===== src/mcps_pkg.sv =====
// Constants for the master clock and programmable clock select block.
// Assumes one 200 MHz system clock and source clocks arriving as pins.
// Overview of operation
// - Two-bit source selector picks master clock source
// - Master prescaler divides by two to the code
// - Master divider: 1, 2, 4, 3; zero disables DDR
// - DDR system clock twice, DDR clock equals master
// - Halving bit halves the PLL A clock
// - Programmable clock selector picks one of four
// - Programmable prescaler divides by two to code
// - Slow or master select, only with selector zero
// - Enable register: ones enable, zeros ignored
// - Disable register: ones disable, zeros ignored
// - Status shows oscillator, locks and master ready
// - Programmable ready flag shows output readiness
// - Mask reads zero enabled, one disabled
// - Oscillator stable after count times eight slow
// - PLL A lock after programmed slow cycles
// - UTMI lock after programmed start-up time
`default_nettype none
package mcps_pkg;
  localparam logic [27:0] MCPS_MCK_ADDR = 28'hffffc30;
  localparam logic [27:0] MCPS_PCK_BASE = 28'hffffc40;
  localparam logic [27:0] MCPS_IER_ADDR = 28'hffffc60;
  localparam logic [27:0] MCPS_IDR_ADDR = 28'hffffc64;
  localparam logic [27:0] MCPS_SR_ADDR = 28'hffffc68;
  localparam logic [27:0] MCPS_IMR_ADDR = 28'hffffc6c;
  localparam logic [27:0] MCPS_START_ADDR = 28'hffffc70;
  localparam logic [27:0] MCPS_PLLA_ADDR = 28'hffffc74;
  localparam int MCPS_CSS_LSB = 0;
  localparam int MCPS_PRESCALER_CODE_LSB = 2;
  localparam int MCPS_MASTER_DIVIDER_LSB = 8;
  localparam int MCPS_HALVE_BIT = 12;
  localparam int MCPS_SLM_BIT = 8;
  localparam int MCPS_OSCEN_BIT = 0;
  localparam int MCPS_UTMIEN_BIT = 1;
  localparam int MCPS_OSCCNT_LSB = 8;
  localparam int MCPS_UTMICNT_LSB = 16;
  localparam int MCPS_PLLCNT_LSB = 0;
  localparam int MCPS_ST_OSC = 0;
  localparam int MCPS_ST_PLL_A_LOCK_FLAG = 1;
  localparam int MCPS_ST_MASTER_CLOCK_READY_FLAG = 3;
  localparam int MCPS_ST_UTMI_LOCK_FLAG = 6;
  localparam int MCPS_ST_PCK_LSB = 8;
  localparam logic [31:0] MCPS_IRQ_VALID = 32'h00000f4b;
  localparam logic [1:0] MCPS_SRC_SLOW = 2'h0;
  localparam logic [1:0] MCPS_SRC_MAIN = 2'h1;
  localparam logic [1:0] MCPS_SRC_PLLA = 2'h2;
  localparam logic [1:0] MCPS_SRC_UTMI = 2'h3;
  localparam logic [2:0] MCPS_PRESCALER_CODE_RSVD = 3'h7;
  localparam logic [1:0] MCPS_MASTER_DIVIDER_ONE = 2'h0;
  localparam logic [1:0] MCPS_MCK_SRC_RST = 2'h0;
  localparam logic [2:0] MCPS_PRESCALER_CODE_RST = 3'h0;
  localparam logic [1:0] MCPS_MASTER_DIVIDER_RST = 2'h0;
  localparam logic [7:0] MCPS_CNT_RST = 8'h00;
  localparam logic [31:0] MCPS_IRQ_EN_RST = 32'h00000000;
  localparam int MCPS_SLOW_SCALE_SHIFT = 3;
  typedef enum logic [1:0] {
    MCPS_MCK_CHANGE = 2'b00,
    MCPS_MCK_SETTLE = 2'b01,
    MCPS_MCK_READY = 2'b11
  } mcps_mck_state_t;
endpackage : mcps_pkg
`default_nettype wire


===== src/mcps_clock_select.sv =====
// Master clock source, prescaler and divider, programmable clocks, interrupts.
// Assumes source clocks are far slower than clk; each rising edge becomes an enable.
//
// Decided for this implementation: the plain strobed port.
`default_nettype none
module mcps_clock_select
  import mcps_pkg::*;
#(
  parameter int NPROG = 4
) (
  input wire logic clk,
  input wire logic srst,
  input wire logic [27:0] addr,
  input wire logic [31:0] wdata,
  input wire logic wr,
  input wire logic rd,
  input wire logic slowClockPin,
  input wire logic mainClockPin,
  input wire logic pllAClockPin,
  input wire logic utmiPllClockPin,
  output logic [31:0] rdata,
  output logic irq,
  output logic masterClock,
  output logic ddrSystemClock,
  output logic ddrClockOutput,
  output logic [NPROG-1:0] progClock
);

  function automatic logic [5:0] presLimit(input logic [2:0] code);
    presLimit = 6'((7'h1 << code) - 7'h1);
  endfunction : presLimit
  function automatic logic [1:0] divLimit(input logic [1:0] code);
    case (code)
      2'h0: divLimit = 2'h0;
      2'h1: divLimit = 2'h1;
      2'h2: divLimit = 2'h3;
      default: divLimit = 2'h2;
    endcase
  endfunction : divLimit
  function automatic logic pickEdge(input logic [1:0] code, input logic [3:0] edges);
    pickEdge = edges[code];
  endfunction : pickEdge
  function automatic logic [27:0] pckAddr(input int idx);
    pckAddr = MCPS_PCK_BASE + 28'(idx * 4);
  endfunction : pckAddr
  // Pin synchronisers and edge qualification
  logic [3:0] pins, syncA, syncB, syncC, pinLevel, pinRise, srcEdge;
  logic pllAPhase, pllAHalfEdge;
  assign pins = {utmiPllClockPin, pllAClockPin, mainClockPin, slowClockPin};
  assign pinRise = ~(syncB ^ syncC) & syncC & ~pinLevel;
  always_ff @(posedge clk) begin
    if (srst) begin
      syncA <= 4'h0;
      syncB <= 4'h0;
      syncC <= 4'h0;
      pinLevel <= 4'h0;
    end else begin
      syncA <= pins;
      syncB <= syncA;
      syncC <= syncB;
      pinLevel <= (syncB ^ syncC) & pinLevel | ~(syncB ^ syncC) & syncC;
    end
  end
  // Configuration registers
  logic [1:0] mckSource, mckDiv;
  logic [2:0] mckPres;
  logic pllAHalve, oscEnable, utmiEnable;
  logic [1:0] pckSource [NPROG];
  logic [2:0] pckPres [NPROG];
  logic pckSlowMaster [NPROG];
  logic [31:0] irqEnable;
  logic [7:0] oscCount, utmiCount, pllACount;
  logic wrMck, wrStart, wrPllA, mckCfgChange;
  assign wrMck = wr && addr == MCPS_MCK_ADDR;
  assign wrStart = wr && addr == MCPS_START_ADDR;
  assign wrPllA = wr && addr == MCPS_PLLA_ADDR;
  assign mckCfgChange = wrMck && (wdata[MCPS_CSS_LSB+:2] != mckSource
      || wdata[MCPS_PRESCALER_CODE_LSB+:3] != mckPres || wdata[MCPS_MASTER_DIVIDER_LSB+:2] != mckDiv);

  always_ff @(posedge clk) begin
    if (srst) begin
      mckSource <= MCPS_MCK_SRC_RST;
      mckPres <= MCPS_PRESCALER_CODE_RST;
      mckDiv <= MCPS_MASTER_DIVIDER_RST;
      pllAHalve <= 1'b0;
    end else if (wrMck) begin
      mckSource <= wdata[MCPS_CSS_LSB+:2];
      mckPres <= wdata[MCPS_PRESCALER_CODE_LSB+:3];
      mckDiv <= wdata[MCPS_MASTER_DIVIDER_LSB+:2];
      pllAHalve <= wdata[MCPS_HALVE_BIT];
    end
  end

  always_ff @(posedge clk) begin
    for (int i = 0; i < NPROG; i++) begin
      if (srst) begin
        pckSource[i] <= MCPS_SRC_SLOW;
        pckPres[i] <= MCPS_PRESCALER_CODE_RST;
        pckSlowMaster[i] <= 1'b0;
      end else if (wr && addr == pckAddr(i)) begin
        pckSource[i] <= wdata[MCPS_CSS_LSB+:2];
        pckPres[i] <= wdata[MCPS_PRESCALER_CODE_LSB+:3];
        pckSlowMaster[i] <= wdata[MCPS_SLM_BIT];
      end
    end
  end

  always_ff @(posedge clk) begin
    if (srst) begin
      irqEnable <= MCPS_IRQ_EN_RST;
    end else if (wr && addr == MCPS_IER_ADDR) begin
      irqEnable <= irqEnable | (wdata & MCPS_IRQ_VALID);
    end else if (wr && addr == MCPS_IDR_ADDR) begin
      irqEnable <= irqEnable & ~wdata;
    end
  end

  always_ff @(posedge clk) begin
    if (srst) begin
      oscEnable <= 1'b0;
      utmiEnable <= 1'b0;
      oscCount <= MCPS_CNT_RST;
      utmiCount <= MCPS_CNT_RST;
      pllACount <= MCPS_CNT_RST;
    end else begin
      if (wrStart) begin
        oscEnable <= wdata[MCPS_OSCEN_BIT];
        utmiEnable <= wdata[MCPS_UTMIEN_BIT];
        oscCount <= wdata[MCPS_OSCCNT_LSB+:8];
        utmiCount <= wdata[MCPS_UTMICNT_LSB+:8];
      end
      if (wrPllA) begin
        pllACount <= wdata[MCPS_PLLCNT_LSB+:8];
      end
    end
  end
  // PLL A halving stage shared by both selectors
  always_ff @(posedge clk) begin
    if (srst) begin
      pllAPhase <= 1'b0;
    end else if (pinRise[MCPS_SRC_PLLA]) begin
      pllAPhase <= ~pllAPhase;
    end
  end

  assign pllAHalfEdge = pinRise[MCPS_SRC_PLLA] && (!pllAHalve || pllAPhase);
  assign srcEdge = {pinRise[MCPS_SRC_UTMI], pllAHalfEdge, pinRise[MCPS_SRC_MAIN],
      pinRise[MCPS_SRC_SLOW]};
  // Master path: source, prescaler, divider
  logic mckSrcEdge, mckPresTick, masterEn, ddrSysEn, masterTick;
  logic [5:0] mckPresCnt;
  logic [1:0] mckDivCnt, mckDivMid;
  mcps_mck_state_t mckState, next_mckState;
  assign mckSrcEdge = pickEdge(mckSource, srcEdge);
  assign mckPresTick = mckSrcEdge && mckPres != MCPS_PRESCALER_CODE_RSVD
      && mckPresCnt == presLimit(mckPres);
  assign mckDivMid = (divLimit(mckDiv) - 2'h1) >> 1;
  assign masterEn = mckPresTick && mckDivCnt == divLimit(mckDiv);
  assign ddrSysEn = mckPresTick && mckDiv != MCPS_MASTER_DIVIDER_ONE
      && (mckDivCnt == divLimit(mckDiv) || mckDivCnt == mckDivMid);
  assign masterTick = masterEn && mckState != MCPS_MCK_CHANGE;

  always_ff @(posedge clk) begin
    if (srst || mckCfgChange) begin
      mckPresCnt <= 6'h00;
    end else if (mckSrcEdge) begin
      mckPresCnt <= mckPresTick ? 6'h00 : mckPresCnt + 6'h01;
    end
  end

  always_ff @(posedge clk) begin
    if (srst || mckCfgChange) begin
      mckDivCnt <= 2'h0;
    end else if (mckPresTick) begin
      mckDivCnt <= masterEn ? 2'h0 : mckDivCnt + 2'h1;
    end
  end
  // Ready drops on a change, returns after two master half periods
  always_comb begin
    next_mckState = mckState;
    case (mckState)
      MCPS_MCK_CHANGE: if (masterEn) next_mckState = MCPS_MCK_SETTLE;
      MCPS_MCK_SETTLE: if (masterEn) next_mckState = MCPS_MCK_READY;
      MCPS_MCK_READY: next_mckState = MCPS_MCK_READY;
      default: next_mckState = MCPS_MCK_CHANGE;
    endcase
    if (mckCfgChange) begin
      next_mckState = MCPS_MCK_CHANGE;
    end
  end

  always_ff @(posedge clk) begin
    if (srst) begin
      mckState <= MCPS_MCK_CHANGE;
    end else begin
      mckState <= next_mckState;
    end
  end

  always_ff @(posedge clk) begin
    if (srst) begin
      masterClock <= 1'b0;
      ddrClockOutput <= 1'b0;
      ddrSystemClock <= 1'b0;
    end else if (mckDiv == MCPS_MASTER_DIVIDER_ONE) begin
      masterClock <= masterClock ^ masterTick;
      ddrClockOutput <= 1'b0;
      ddrSystemClock <= 1'b0;
    end else if (mckState != MCPS_MCK_CHANGE) begin
      masterClock <= masterClock ^ masterEn;
      ddrClockOutput <= ddrClockOutput ^ masterEn;
      ddrSystemClock <= ddrSystemClock ^ ddrSysEn;
    end
  end
  // Programmable clocks
  logic [NPROG-1:0] pckEdge, pckTick, pckReady;
  logic [5:0] pckCnt [NPROG];
  always_comb begin
    for (int i = 0; i < NPROG; i++) begin
      if (pckSource[i] == MCPS_SRC_SLOW && pckSlowMaster[i]) begin
        pckEdge[i] = masterTick;
      end else begin
        pckEdge[i] = pickEdge(pckSource[i], srcEdge);
      end
      pckTick[i] = pckEdge[i] && pckPres[i] != MCPS_PRESCALER_CODE_RSVD
          && pckCnt[i] == presLimit(pckPres[i]);
    end
  end

  always_ff @(posedge clk) begin
    for (int i = 0; i < NPROG; i++) begin
      if (srst) begin
        pckCnt[i] <= 6'h00;
        pckReady[i] <= 1'b0;
        progClock[i] <= 1'b0;
      end else if (wr && addr == pckAddr(i)) begin
        pckCnt[i] <= 6'h00;
        pckReady[i] <= 1'b0;
      end else if (pckEdge[i]) begin
        pckCnt[i] <= pckTick[i] ? 6'h00 : pckCnt[i] + 6'h01;
        pckReady[i] <= pckReady[i] | pckTick[i];
        progClock[i] <= progClock[i] ^ pckTick[i];
      end
    end
  end
  // Start-up timers on the slow clock
  logic [10:0] oscTimer, utmiTimer;
  logic [7:0] pllATimer;
  logic oscStable, utmiLock, pllALock, slowEdge;
  assign slowEdge = pinRise[MCPS_SRC_SLOW];

  always_ff @(posedge clk) begin
    if (srst || wrStart) begin
      oscTimer <= 11'h000;
      oscStable <= 1'b0;
    end else if (oscEnable && slowEdge && !oscStable) begin
      oscStable <= oscTimer == (11'(oscCount) << MCPS_SLOW_SCALE_SHIFT);
      oscTimer <= oscTimer + 11'h001;
    end
  end

  always_ff @(posedge clk) begin
    if (srst || wrStart) begin
      utmiTimer <= 11'h000;
      utmiLock <= 1'b0;
    end else if (utmiEnable && slowEdge && !utmiLock) begin
      utmiLock <= utmiTimer == (11'(utmiCount) << MCPS_SLOW_SCALE_SHIFT);
      utmiTimer <= utmiTimer + 11'h001;
    end
  end

  always_ff @(posedge clk) begin
    if (srst || wrPllA) begin
      pllATimer <= 8'h00;
      pllALock <= 1'b0;
    end else if (slowEdge && !pllALock) begin
      pllALock <= pllATimer == pllACount;
      pllATimer <= pllATimer + 8'h01;
    end
  end
  // Status, interrupt and read-back
  logic [31:0] statusWord, readWord;
  always_comb begin
    statusWord = 32'h00000000;
    statusWord[MCPS_ST_OSC] = oscStable;
    statusWord[MCPS_ST_PLL_A_LOCK_FLAG] = pllALock;
    statusWord[MCPS_ST_MASTER_CLOCK_READY_FLAG] = mckState == MCPS_MCK_READY;
    statusWord[MCPS_ST_UTMI_LOCK_FLAG] = utmiLock;
    statusWord[MCPS_ST_PCK_LSB+:NPROG] = pckReady;
  end

  always_comb begin
    readWord = 32'h00000000;
    if (addr == MCPS_MCK_ADDR) begin
      readWord[MCPS_CSS_LSB+:2] = mckSource;
      readWord[MCPS_PRESCALER_CODE_LSB+:3] = mckPres;
      readWord[MCPS_MASTER_DIVIDER_LSB+:2] = mckDiv;
      readWord[MCPS_HALVE_BIT] = pllAHalve;
    end else if (addr == MCPS_SR_ADDR) begin
      readWord = statusWord;
    end else if (addr == MCPS_IMR_ADDR) begin
      readWord = ~irqEnable & MCPS_IRQ_VALID;
    end else if (addr == MCPS_START_ADDR) begin
      readWord[MCPS_OSCEN_BIT] = oscEnable;
      readWord[MCPS_UTMIEN_BIT] = utmiEnable;
      readWord[MCPS_OSCCNT_LSB+:8] = oscCount;
      readWord[MCPS_UTMICNT_LSB+:8] = utmiCount;
    end else if (addr == MCPS_PLLA_ADDR) begin
      readWord[MCPS_PLLCNT_LSB+:8] = pllACount;
    end
    for (int i = 0; i < NPROG; i++) begin
      if (addr == pckAddr(i)) begin
        readWord[MCPS_CSS_LSB+:2] = pckSource[i];
        readWord[MCPS_PRESCALER_CODE_LSB+:3] = pckPres[i];
        readWord[MCPS_SLM_BIT] = pckSlowMaster[i];
      end
    end
  end

  always_ff @(posedge clk) begin
    if (srst) begin
      rdata <= 32'h00000000;
      irq <= 1'b0;
    end else begin
      rdata <= rd ? readWord : 32'h00000000;
      irq <= |(statusWord & irqEnable);
    end
  end
  // Checks
  property p_imr;
    @(posedge clk) disable iff (srst)
      rd && addr == MCPS_IMR_ADDR |=> rdata == (~$past(irqEnable) & MCPS_IRQ_VALID);
  endproperty
  a_imr: assert property (p_imr) else $error("mask read polarity wrong");
  property p_ier;
    @(posedge clk) disable iff (srst)
      wr && addr == MCPS_IER_ADDR |=> ((irqEnable & $past(wdata) & MCPS_IRQ_VALID)
      == ($past(wdata) & MCPS_IRQ_VALID)) && ((irqEnable & ~$past(wdata))
      == ($past(irqEnable) & ~$past(wdata)));
  endproperty
  a_ier: assert property (p_ier) else $error("enable write wrong");
  property p_idr;
    @(posedge clk) disable iff (srst)
      wr && addr == MCPS_IDR_ADDR |=> (irqEnable & $past(wdata)) == 32'h00000000;
  endproperty
  a_idr: assert property (p_idr) else $error("disable write wrong");
  property p_irq;
    @(posedge clk) disable iff (srst)
      wr && addr == MCPS_IDR_ADDR && wdata == 32'hffffffff |=> ##1 !irq;
  endproperty
  a_irq: assert property (p_irq) else $error("irq stays after full disable");
  property p_mck_clear;
    @(posedge clk) disable iff (srst)
      mckCfgChange |=> !statusWord[MCPS_ST_MASTER_CLOCK_READY_FLAG] && !masterTick;
  endproperty
  a_mck_clear: assert property (p_mck_clear) else $error("ready kept on change");
  property p_ddr_off;
    @(posedge clk) disable iff (srst)
      (mckDiv == MCPS_MASTER_DIVIDER_ONE)[*2] |-> !ddrSystemClock && !ddrClockOutput;
  endproperty
  a_ddr_off: assert property (p_ddr_off) else $error("ddr clock with divide one");
  property p_ddr_rel;
    @(posedge clk) disable iff (srst)
      masterTick && mckDiv != MCPS_MASTER_DIVIDER_ONE
      |=> $changed(ddrClockOutput) && $changed(ddrSystemClock);
  endproperty
  a_ddr_rel: assert property (p_ddr_rel) else $error("ddr system edge missing");
  property p_pck_main;
    @(posedge clk) disable iff (srst)
      pckSource[0] == MCPS_SRC_MAIN |-> pckEdge[0] == pinRise[MCPS_SRC_MAIN];
  endproperty
  a_pck_main: assert property (p_pck_main) else $error("prog source main wrong");
  property p_pck_slm;
    @(posedge clk) disable iff (srst)
      pckSource[0] == MCPS_SRC_SLOW && !pckSlowMaster[0] |-> pckEdge[0] == slowEdge;
  endproperty
  a_pck_slm: assert property (p_pck_slm) else $error("prog slow select wrong");
  property p_pck_rdy;
    @(posedge clk) disable iff (srst)
      wr && addr == pckAddr(0) |=> !statusWord[MCPS_ST_PCK_LSB];
  endproperty
  a_pck_rdy: assert property (p_pck_rdy) else $error("prog ready kept");
  property p_osc;
    @(posedge clk) disable iff (srst)
      wrStart && !wdata[MCPS_OSCEN_BIT] |=> !oscStable [*2];
  endproperty
  a_osc: assert property (p_osc) else $error("osc stable while disabled");
  property p_halve;
    @(posedge clk) disable iff (srst)
      !pllAHalve |-> pllAHalfEdge == pinRise[MCPS_SRC_PLLA];
  endproperty
  a_halve: assert property (p_halve) else $error("pll a passed wrongly");
  c_ready: cover property (@(posedge clk) disable iff (srst) mckState == MCPS_MCK_READY);
  c_ddr: cover property (@(posedge clk) disable iff (srst) $rose(ddrSystemClock));
  c_irq: cover property (@(posedge clk) disable iff (srst) $rose(irq));
  c_pck: cover property (@(posedge clk) disable iff (srst) $rose(pckReady[0]));

endmodule : mcps_clock_select
`default_nettype wire


===== config.mk =====
export PLATFORM = sky130hd
export DESIGN_NAME = mcps_clock_select
export DESIGN_NICKNAME = d
export VERILOG_FILES = /design/src/mcps_pkg.sv /design/src/mcps_clock_select.sv
export SDC_FILE = /design/constraint.sdc
export NUM_CORES = 1
export LEC_CHECK = 0
export ABC_AREA = 1
export BUFFER_PORTS_ARGS = -buffer_cell sky130_fd_sc_hd__clkbuf_2
export CAP_MARGIN = 20
export CORE_UTILIZATION = 55
export CTS_BUF_LIST = sky130_fd_sc_hd__clkbuf_4
export CTS_CLUSTER_DIAMETER = 200
export DETAILED_ROUTE_END_ITERATION = 7
export GPL_TIMING_DRIVEN = 0
export PLACE_DENSITY = 0.79
export SLEW_MARGIN = 0
export SYNTH_ARGS = -nofsm -noshare
export SYNTH_HDL_FRONTEND = slang
export SYNTH_SLANG_ARGS = --single-unit

===== constraint.sdc =====
create_clock -name clk -period 2.2 [get_ports clk]
set_clock_uncertainty 0.05 [all_clocks]
set_input_delay 0.33 -clock clk [delete_from_list [all_inputs] [get_ports clk]]
set_output_delay 0.33 -clock clk [all_outputs]
set_load 0.01 [all_outputs]

==> After elaboration in Yosys (flattened, before gate mapping) <==
Memory sizes are Yosys's and may differ from the RTL's.
Cells that the tools add are included.
{ "word_totals": {"elab_cells": 322, "n_memories": 4, "inputBits": 68, "mem_bits_rw": 48, "reg_bits": 170} }
{ "mem_list": {"columns": ["name", "words", "word_bits", "rd", "rd_ports_with_merged_regs", "write_ports", "line", "rtl"], "rows": [
  ["pckCnt", 4, 6, 4, 0, 4, "mcps_clock_select.sv:217", "logic [5:0] pckCnt [NPROG];"],
  ["pckPres", 4, 3, 4, 0, 4, "mcps_clock_select.sv:69", "logic [2:0] pckPres [NPROG];"],
  ["pckSource", 4, 2, 4, 0, 4, "mcps_clock_select.sv:68", "logic [1:0] pckSource [NPROG];"],
  ["pckSlowMaster", 4, 1, 4, 0, 4, "mcps_clock_select.sv:70", "logic pckSlowMaster [NPROG];"]
]} }
{ "op_classes": {"bitwise": 52, "mux": 95, "shift": 5, "n_lt_le_gt_ge": 5, "n_reduce_logical": 71, "n_eq_ne": 35, "n_addsub": 15} }
{ "ops": {"columns": ["operator", "count"], "rows": [
  ["$eq 28x28->1 const B", 11],
  ["$mux 6", 14],
  ["$mux 32", 2],
  ["$mux 1", 50],
  ["$logic_and 1x1->1", 34],
  ["$and 12x32->32", 1],
  ["$and 32x32->32", 1],
  ["$not 32->32", 1],
  ["$or 32x12->32", 1],
  ["$reduce_or 32->1", 1],
  ["$add 6x1->6 const B", 5],
  ["$eq 6x6->1", 5],
  ["$mux 5", 6],
  ["$shl 1x3->6 const A", 5],
  ["$sub 6x1->6 const B", 5],
  ["$mux 13", 2],
  ["$or 1x1->1", 24],
  ["$add 11x1->11 const B", 2],
  ["$eq 11x11->1", 2],
  ["$mux 2", 9],
  ["$lt 2x3->1 const B", 5],
  ["$ne 3x3->1 const B", 5],
  ["$reduce_or 2->1", 7],
  ["$and 4x4->4", 3],
  ["29 further kinds", 77]
]} }

==> Logic depth before layout (Yosys ltp) <==
Gate-level depths: netlist of run 1.
{ "logic_depth": {"depth_word": 17, "depth_mapped": 15, "depth_no_buf": 15} }

==> Worst setup path after synthesis of run 1 <==
No wires, ideal clock.
{ "synth_timing": {"kind": "flip-flop to flip-flop", "start": "register mckDiv[0]", "end": "memory pckCnt[1][0], enable pin", "setup_slack_ns": -0.036, "required_time_ns": 1.825, "stages_incl_launch_ff": 9, "t_arrival_ns": 1.861, "synth_period_minus_slack_ns": 2.236, "path_cell_list": "dfxtp_1 -> inv_1 -> ha_1 -> xor2_1 -> nor3_1 -> nand4_2 -> nand2_2 -> nand2_1 -> nand3_1"} }
{ "synth_rtl": {"columns": ["element", "line", "rtl"], "rows": [
  ["start: declaration", "mcps_clock_select.sv:65", "logic [1:0] mckSource, mckDiv;"],
  ["start signal: assignment", "mcps_clock_select.sv:89", "mckDiv <= wdata[MCPS_MASTER_DIVIDER_LSB+:2];"],
  ["end: declaration", "mcps_clock_select.sv:217", null]
]} }

==> run metrics, run 1 <==
outcome=finished with violations; violated checks=negative setup slack; crit path from=pckPres[2][1]$_SDFFCE_PN0P_; post-place setup slack=-0.7379 ns; Detailed Route WL=23970 um; RD Place Congestion=0.9632; Clock Pin Slew Worst Setup and Hold Paths=0.16 ns; WP buf/inv=1; Non-Filler Instances=1631; final core occ=0.6747; CP Data Arrival Time=2.67 ns; synth top area cells=dfxtp_1 (29%), edfxtp_1 (15%), nand2_1 (7.0%), inv_1 (6.9%), nor2_1 (6.8%); Via-to-Cell Ratio=5.399; fraction of layout cells with a size suffix above 1=0.2078; area grow syn2layout=18.33%; Inst Count DP=1543; most common cell in the synthesized netlist=nand2_1; Starting DRT DRC Count=588; crit path max fanout=3; CP most frequent cell=nor2_1; kind of cell adding the most delay to the critical path=simple AND/OR/NAND/NOR gates; largest area contributor in the netlist=dfxtp_1; CP Cell Sequence=nor2_2 -> nand2_1 -> ha_1 -> xor2_1 -> nand3_1 -> nor2_1 -> nand4_1 -> nor2_2 -> buf_4 -> nand4_1 -> nor2_1 -> nor2_1; Yosys cell types=49; Hold Worst Slack=0.05221 ns; Final ANT Viol Nets=0; Finish-stage setup viols=14; HPWL Detailed=17230 um; setup_tns=-0.09737 ns; CTS sink cnt=186; Die Footprint=17910 um^2; leakage=0.004780 uW; routed via count=8805; clock buffer depth=2; Final Net Count=1486; Fin. Hold Viols=0; Commonest cells post-synth=nand2_1 (178), inv_1 (176), nor2_1 (172); Die Height=133.8 um; cell at the root of the clock tree=clkbuf_4; FFs w/ async S/R, synth=0; crit path kind=reg2reg; Post-Syn Area per Cell=7.794 um^2; EDFF count, synth=48; Syn Inst Count=1226; post-synth top area share=0.2891; cell area after synthesis=9555 um^2; Seq cells post-synth=186; RSZ-0062 raised after global routing=true; CP max stage delay=0.48 ns; per-cell routed wire length=14.69 um; final worst-path setup slack=-0.01450 ns; # DRC=0; fin crit period=2.214 ns; Worst setup EP type=flip-flop; initial antenna violation count=1; IO Count=108; CTS tree=built; Max rail drop VDD=0.3301 mV; worst flop-to-flop path startpoint=pckPres[2][1]$_SDFFCE_PN0P_; DR pass1 iterations=5; max-slew violation count=0; clock buffer count from CTS=17; cell area power density=530.6 nW/um^2; gr ovfl total=0; initial core utilization=0.5701; num rows=47; highest clock rate=451.6 MHz; Total GRT Usage=0.2702; first-pass GRT wire length=38230 um; post-synthesis sequential area ratio=0.4400; synth warn=0; Hold Path Class=in2reg; IO Port Bufs=90; max-cap violations=0; pin count of the biggest net entering global routing=18; Data required, critical path=2.66 ns; Slew @ Worst Pin=0.6969 ns; die width=133.8 um; ys flop type=dfxtp_1; Slowest cell on crit path=edfxtp_1; Clock Latency Late Sink=0.60 ns; HP Start=wdata[9]; Setup crit start kind=flip-flop; relative slew slack=0.5280; core area=16760 um^2; htree depth=4; vias in the first global route=8177; crit share post-route=1.007
through the flow:
step           instance area [um^2]  power (uW)
2_1_floorplan                  9587        4028
3_3_place_gp                  10310        4180
3_5_place_dp                  10310        4198
4_1_cts                       11010        5943
5_1_grt                       11310        6216
6_report                      11310        6000
worst min-delay path, stage by stage:
cell	delay [ns]
clkbuf_2	0.15
nor2_1	0.14
a211oi_1	0.06
timing repair:
item	4_1_cts	5_1_grt
pin swaps	11	30
resized for setup	25	52
hold endpoints to repair	27	0
endpoints found under the setup margin	59	60
buffers inserted	19	13
hold buffers	23	0
cloned	0	0
per-layer routing:
metal	track usage	share of wire	wire, um	up-vias
met4	0.1288	0.034	809	0
met5	0	0	0	-
met1	0.3274	0.42	10080	4070
met2	0.4537	0.48	11400	312
met3	0.06198	0.070	1672	57
li1	-	-	-	4366
power breakdown:
part / switching, uW / internal [uW] / total (uW)
registers: 67.4 / 3580 / 3650
logic: 350 / 245 / 595
clock network: 1260 / 489 / 1750
total: 1680 / 4320 / 6000
flip-flops by register name, indices dropped and copies added (netlist names), 3 cells and up, named ones only:
signal         count
pckCnt            24
rdata             24
pckPres           12
oscTimer          11
utmiTimer         11
oscCount           8
pckSource          8
pllACount          8
pllATimer          8
utmiCount          8
mckPresCnt         6
pckReady           4
pckSlowMaster      4
progClock          4
syncA              4
syncB              4
syncC              4
mckPres            3
final timing paths:
kind	slack, ns	end	cells past startpoint
min reg2reg	0.35	syncB[2]$_SDFF_PP0_	2
min	0.05	mckDiv[1]$_SDFFE_PP0P_	3
max reg2reg	-0.01	progClock[2]$_SDFFE_PP0N_	12
max	-0.01	progClock[2]$_SDFFE_PP0N_	12
cell usage in the layout (no fill, tap or decap), drive strengths merged, types with 37 or more instances in the layout:
master | synthesis | layout
edfxtp | 48 | 48
clkbuf | 9 | 117
o21ai | 76 | 76
nor2 | 184 | 184
buf | 19 | 51
a21oi | 77 | 77
xor2 | 42 | 42
nand3 | 68 | 68
nor3 | 37 | 37
dfxtp | 138 | 138
nand2 | 192 | 192
inv | 193 | 202
cell type report:
cell class | instances | area (um^2)
multi-input cells | 826 | 4753
clock buffers | 18 | 135.1
repair buffers | 145 | 937.1
well taps | 220 | 275.3
inverters | 193 | 724.4
clock inverters | 14 | 110.1
flip-flops and latches | 186 | 4217
diodes | 1 | 2.502
plain buffers | 28 | 152.6
fillers | 1340 | 5453
logic make-up after synthesis:
kind of cell             count (synthesis)  synth area share
other                                    1         0.0003924
AND/OR/NAND/NOR                        522            0.2547
XOR/XNOR                                62           0.05683
flip-flops                             186            0.4400
adder cells (fa/ha/maj)                 21           0.02750
buffers and inverters                  221           0.09166
AO/OA/AOI/OAI                          213            0.1290
(Power assumes the default switching activity.)
==> inputs of run 2 (changes only) <==
Settings changed: CORE_MARGIN set to 5.
==> run 2 against run 1 <==
  * The run still ends with negative setup slack left
  * Cell area increased by 1.6%
  * Critical path depth decreased by 2
  * Count of clock-buffer cells in the layout unchanged
  * Clock power increased by 7%
  * Core utilization decreased by 0.61 points
  * Highest routed layer unchanged
  * Power increased by 2.3%
  * Setup slack got worse by 0.042 ns
  * First-iteration DRC count increased by 25%
  * Sequential cell count unchanged
==> run metrics, run 2 (same netlist as run 1, synthesis figures left out) <==
crit path max fanout=6 (+3); violated checks=negative setup slack; area grow syn2layout=20.18%; CP max stage delay=0.51 ns (+0.03 ns); fraction of layout cells with a size suffix above 1=0.2192 (+0.01143); GR Util met3=0.04247 (-0.01951); Die Footprint=20110 um^2 (+12%); cell at the root of the clock tree=clkbuf_4; switching portion of total power=0.2887 (+0.008329); RR Endpoint=pckCnt[3][3]$_SDFFCE_PP0P_; HP Start=srst; reg2reg path depth=10 (-2); Total GRT Usage=0.2397 (-0.03051); IO Count=108 (unchanged); Hold Path Class=in2reg; crit share post-route=1.026 (+0.01926); Seq. cell area=4218 um^2 (about the same); met1 Track Usage GR=0.3024 (-0.02499); commonest non-fill, non-tap cell in the layout=nand2_1; max-cap violations=0 (unchanged); gr ovfl total=0 (unchanged); fin crit period=2.257 ns (+0.04237 ns); Fin. Hold Viols=0 (unchanged); HPWL Detailed=17610 um (+2.2%); htree depth=4 (unchanged); die width=141.8 um (+6.0%); Via-to-Cell Ratio=5.395 (about the same); Final ANT Viol Nets=0 (unchanged); Clock Latency Late Sink=0.59 ns (about the same); CTS sink cnt=186 (unchanged); top flop regs=pckCnt (24), rdata (24), pckPres (12); outcome=finished with violations; highest clock rate=443.1 MHz (-1.9%); Data required, critical path=2.51 ns (-0.15 ns); internal power=4365 uW (+1.1%); pin count of the biggest net entering global routing=20 (+2); Filler cells=1424 (+6.3%); sw power=1771 uW (+5.3%); Die Height=141.8 um (+6.0%); Worst Hold Path Cells=2 (-1); Clock Pin Slew Worst Setup and Hold Paths=0.17 ns (about the same); most frequent cells in the layout=nand2_1 (169), inv_1 (168), nor2_1 (153), dfxtp_1 (131), clkbuf_2 (91); WHS Endpoint=utmiCount[0]$_SDFFE_PP0P_; crit path kind=reg2reg; first-pass GRT wire length=38980 um (+2.0%); kind of cell adding the most delay to the critical path=simple AND/OR/NAND/NOR gates; RD Place Congestion=0.9455 (-1.8%); Placed Area=10320 um^2 (about the same); routed via count=8848 (+0.49%); Comb power frac=0.099 (about the same); Clock Power Share=0.306 (+0.014); GR peak layer=met2; cell area power density=534.3 nW/um^2 (+0.70%); Detailed Route WL=24390 um (+1.8%); Inst Count DP=1548 (+0.32%); per-cell routed wire length=14.87 um (+1.2%); Worst setup EP type=flip-flop; num rows=48 (+2.1%); initial core utilization=0.5563 (-0.01383); Slew @ Worst Pin=0.6590 ns (-0.03793 ns); core area=17180 um^2 (+2.5%); RSZ-0062 raised after global routing=true; max-slew violation count=0 (unchanged); IO Port Bufs=90 (unchanged); setup_tns=-0.4666 ns (-0.3692 ns); Non-Filler Instances=1640 (+0.55%); Setup crit start kind=flip-flop; sequential power share=0.595 (-0.013); leakage=0.004807 uW (+0.56%); CP Cell Sequence=nor2_2 -> nand2_2 -> ha_4 -> xnor2_2 -> nor3_2 -> o2111ai_2 -> nor2_2 -> nor2_2 -> nand3_4 -> nor2_1; final worst-path setup slack=-0.05687 ns (-0.04237 ns); vias in the first global route=8267 (+1.1%); WP buf/inv=0 (-1); Finish-stage setup viols=19 (+5); Final Net Count=1490 (+0.27%); Starting DRT DRC Count=735 (+25%); clock buffer depth=2 (unchanged); clock buffer count from CTS=17 (unchanged); Slowest cell on crit path=edfxtp_1; flop-to-flop setup slack=-0.06 ns (-0.04 ns); Hold Worst Slack=0.1401 ns (+0.08785 ns); Multi-input gate area=4842 um^2 (+1.9%); Max rail drop VDD=0.4560 mV (+38%); CP Data Arrival Time=2.57 ns (-0.10 ns); fin area=11480 um^2 (+1.6%); total power=6136 uW (+2.3%); initial antenna violation count=1 (unchanged); CP most frequent cell=nor2_2; relative slew slack=0.5607 (+0.03263); worst flop-to-flop path startpoint=pckPres[3][1]$_SDFFCE_PN0P_; CTS tree=built; met2 usage=0.4079 (-0.04577); DR pass1 iterations=6 (+1); # DRC=0 (unchanged)
[run 2: cell count changes in the layout (fill, tap and decap cells not counted), sizes merged]
cell / before / now
inv: 202 / 197
clkinv: 5 / 10
buf: 51 / 54
dlygate4sd3: 23 / 24
[run 2: power by group through the flow]
stage | logic, uW | clock network [uW] | registers [uW]
after detailed placement | 468 | 0 | 3730
final | 608 | 1880 | 3650
after global routing | 672 | 2070 | 3660
after CTS | 538 | 1910 | 3650
after floorplan | 320 | 0 | 3710
after global placement | 456 | 0 | 3720
[run 2: timing repair]
action	4_1_cts	5_1_grt
resized for setup	24	76
pin swaps	11	41
hold buffers	24	0
buffers inserted	19	16
endpoints found under the setup margin	60	68
endpoints found under the hold margin	29	0
[run 2: worst max path at each step]
stage,from,to,slack [ns],depth (start not counted)
final,pckPres[3][1]$_SDFFCE_PN0P_,pckCnt[3][3]$_SDFFCE_PP0P_,-0.06,10
after global routing,pckPres[1][1]$_SDFFCE_PN0P_,pckCnt[1][0]$_SDFFCE_PP0P_,-0.20,11
after CTS,pckPres[1][1]$_SDFFCE_PN0P_,pckCnt[1][0]$_SDFFCE_PP0P_,0.001,11
after detailed placement,srst,pckCnt[3][3]$_SDFFCE_PP0P_,-0.70,6
after global placement,srst,pckCnt[0][3]$_SDFFCE_PP0P_,-0.71,6
after floorplan,mckDiv[0]$_SDFFE_PP0P_,pckCnt[1][0]$_SDFFCE_PP0P_,0.09,8
[run 2: final cells by class]
class                           count  area share
Clock inverter                     14     0.01373
Clock buffer                       18     0.01177
Tap cell                          225     0.02452
Inverter                          193     0.06352
Timing Repair Buffer              149     0.08401
Multi-Input combinational cell    826      0.4217
Buffer                             28     0.01329
Sequential cell                   186      0.3673
Antenna cell                        1   0.0002179
[run 2: per-layer routing]
layer / vias to the layer above / routed length, um
met1: 4081 / 9876
met3: 57 / 1774
met2: 341 / 12030
li1: 4369 / -
met4: 0 / 714
met5: - / 0
[run 2: stage by stage]
stage                 util  setup WS (ns)
finish              0.6686       -0.05687
global route        0.6686        -0.2035
CTS                 0.6453       0.001166
detailed placement  0.6007        -0.7014
global placement    0.6007        -0.7102
floorplan                -        0.09258
==> inputs of run 3 (changes only) <==
Settings changed: SETUP_SLACK_MARGIN set to 0.1.
==> run 3 against run 2 <==
  * Global-route usage up 0.80 points
  * Largest cell class unchanged
  * Largest power group unchanged
  * Fmax shrank 4.2%
  * The run still ends with negative setup slack left
  * Power grew 0.60%
  * Core utilization is 1.4 points higher
  * Hold slack got worse by 0.016 ns
  * Critical endpoint is now pckCnt[0][0]$_SDFFCE_PP0P_
  * First-iteration DRC count is 4.6% lower
==> run metrics, run 3 (same netlist as run 1, synthesis figures left out) <==
sequential power share=0.592 (-0.003); num rows=48 (unchanged); Inst Count DP=1548 (unchanged); highest clock rate=424.3 MHz (-4.2%); setup_tns=-1.591 ns (-1.124 ns); CP Data Arrival Time=2.68 ns (+0.11 ns); cell area power density=526.4 nW/um^2 (-1.5%); Filler cells=1402 (-1.5%); switching portion of total power=0.2899 (+0.001233); Fin. Hold Viols=0 (unchanged); core area=17180 um^2 (unchanged); per-cell routed wire length=15.26 um (+2.6%); Comb power frac=0.102 (+0.003); WHS Endpoint=mckPres[0]$_SDFFE_PP0P_; RSZ-0062 raised after global routing=true; max-cap violations=0 (unchanged); Via-to-Cell Ratio=5.424 (+0.54%); CP Cell Sequence=nor2_4 -> nand2_2 -> ha_4 -> xor2_1 -> nand2_1 -> nor2_2 -> nand3_2 -> nor3_4 -> nor2_1 -> nand3_2 -> nor2_1; outcome=finished with violations; fin crit period=2.357 ns (+0.09998 ns); Hold Path Class=in2reg; top flop regs=pckCnt (24), rdata (24), pckPres (12); post-place setup slack=-0.7177 ns (-0.01623 ns); vias in the first global route=8620 (+4.3%); clock buffer depth=2 (unchanged); most frequent cells in the layout=nand2_1 (169), inv_1 (166), nor2_1 (156), dfxtp_1 (127), clkbuf_2 (91); Finish-stage setup viols=15 (-4); Die Height=141.8 um (unchanged); worst flop-to-flop path startpoint=pckPres[0][1]$_SDFFCE_PN0P_; # DRC=0 (unchanged); Slowest cell on crit path=edfxtp_1; Worst Hold Path Cells=3 (+1); Starting DRT DRC Count=701 (-4.6%); RD Place Congestion=0.9410 (-0.48%); Final ANT Viol Nets=0 (unchanged); RR Endpoint=pckCnt[0][0]$_SDFFCE_PP0P_; max-slew violation count=0 (unchanged); first-pass GRT wire length=40520 um (+3.9%); clock buffer count from CTS=17 (unchanged); Setup crit start kind=flip-flop; violated checks=negative setup slack; total power=6173 uW (+0.60%); IO Port Bufs=90 (unchanged); Non-Filler Instances=1660 (+1.2%); kind of cell adding the most delay to the critical path=simple AND/OR/NAND/NOR gates; reg2reg path depth=11 (+1); Final Net Count=1509 (+1.3%); final worst-path setup slack=-0.1568 ns (-0.09998 ns); Clock Pin Slew Worst Setup and Hold Paths=0.16 ns (about the same); Clock Latency Late Sink=0.60 ns (about the same); fraction of layout cells with a size suffix above 1=0.2380 (+0.01873); Slew @ Worst Pin=0.6197 ns (-0.03927 ns); Total GRT Usage=0.2477 (+0.008005); initial core utilization=0.5563 (unchanged); CP max stage delay=0.53 ns (+0.02 ns); die width=141.8 um (unchanged); area grow syn2layout=22.72%; relative slew slack=0.5762 (+0.01550); htree depth=4 (unchanged); Clock Power Share=0.306 (about the same); Data required, critical path=2.52 ns (about the same); commonest non-fill, non-tap cell in the layout=nand2_1; gr ovfl total=0 (unchanged); crit path max fanout=6 (unchanged); IO Count=108 (unchanged); pin count of the biggest net entering global routing=20 (unchanged); crit path kind=reg2reg; HPWL Detailed=17670 um (+0.31%); sw power=1790 uW (+1.0%); Detailed Route WL=25330 um (+3.9%); CTS sink cnt=186 (unchanged); CTS tree=built; flop-to-flop setup slack=-0.16 ns (-0.10 ns); Max rail drop VDD=0.4337 mV (-4.9%); leakage=0.004942 uW (+2.8%); initial antenna violation count=1 (unchanged); Worst setup EP type=flip-flop; crit share post-route=1.071 (+0.04545); cell at the root of the clock tree=clkbuf_4; routed via count=9004 (+1.8%); DR pass1 iterations=8 (+2); Die Footprint=20110 um^2 (unchanged); internal power=4383 uW (+0.42%); HP Start=wdata[2]; WP buf/inv=0 (unchanged)
==> run 3: worst max-delay path by stage <==
stage	from	to	slack (ns)	cells after the start
after detailed placement	srst	pckCnt[0][3]$_SDFFCE_PP0P_	-0.72	6
after CTS	pckPres[3][1]$_SDFFCE_PN0P_	pckCnt[3][0]$_SDFFCE_PP0P_	0.009	10
final	pckPres[0][1]$_SDFFCE_PN0P_	pckCnt[0][0]$_SDFFCE_PP0P_	-0.16	11
after global routing	pckPres[0][1]$_SDFFCE_PN0P_	pckCnt[0][0]$_SDFFCE_PP0P_	-0.22	11
after global placement	srst	pckCnt[0][3]$_SDFFCE_PP0P_	-0.70	6
after floorplan	mckDiv[0]$_SDFFE_PP0P_	pckCnt[2][0]$_SDFFCE_PP0P_	0.11	7
==> run 3: power groups by stage <==
stage | Clock (uW) | Combinational [uW] | Sequential (uW)
CTS | 1910 | 566 | 3650
global route | 2060 | 694 | 3670
global placement | 0 | 457 | 3720
finish | 1890 | 632 | 3650
detailed placement | 0 | 473 | 3730
floorplan | 0 | 322 | 3710
==> run 3: repair_timing <==
action	CTS	global route
setup endpoints to repair	62	69
hold buffers	24	0
pin swaps	37	37
setup buffers	34	21
endpoints found under the hold margin	30	0
resized for setup	62	57
==> run 3: worst register-to-register path, cell delays in order, from the launching register on <==
cell and delay (ns):
edfxtp_1 0.53, nor2_4 0.16, nand2_2 0.07, ha_4 0.27, xor2_1 0.19, nand2_1 0.09, nor2_2 0.11, nand3_2 0.10
nor3_4 0.26, nor2_1 0.08, nand3_2 0.15, nor2_1 0.07
==> run 3: metal layers <==
metal / wire length, um / vias up / global-route usage
met4: 812 / 0 / 0.09040
met1: 10050 / 4131 / 0.3047
met2: 12560 / 392 / 0.4289
met3: 1911 / 75 / 0.05190
met5: 0 / - / 0
li1: - / 4406 / -
==> run 3: area by class of cell <==
type / count / area, um^2 / area share
Tap cell: 225 / 281.5 / 0.02401
Clock buffer: 18 / 135.1 / 0.01152
Inverter: 193 / 732.0 / 0.06242
Timing Repair Buffer: 168 / 1115 / 0.09507
Clock inverter: 14 / 155.1 / 0.01323
Multi-Input combinational cell: 826 / 4930 / 0.4204
Antenna cell: 2 / 5.005 / 0.0004268
Buffer: 28 / 152.6 / 0.01302
Sequential cell: 186 / 4220 / 0.3599
==> run 3: metrics by stage <==
| step | utilization | area, um^2 | hold slack [ns] |
|---|---|---|---|
| floorplan | - | 9597 | 0.3383 |
| global route | 0.6827 | 11730 | 0.08909 |
| detailed placement | 0.6013 | 10330 | 0.3486 |
| finish | 0.6827 | 11730 | 0.1239 |
| CTS | 0.6589 | 11320 | 0.09507 |
| global placement | 0.6013 | 10330 | 0.3399 |
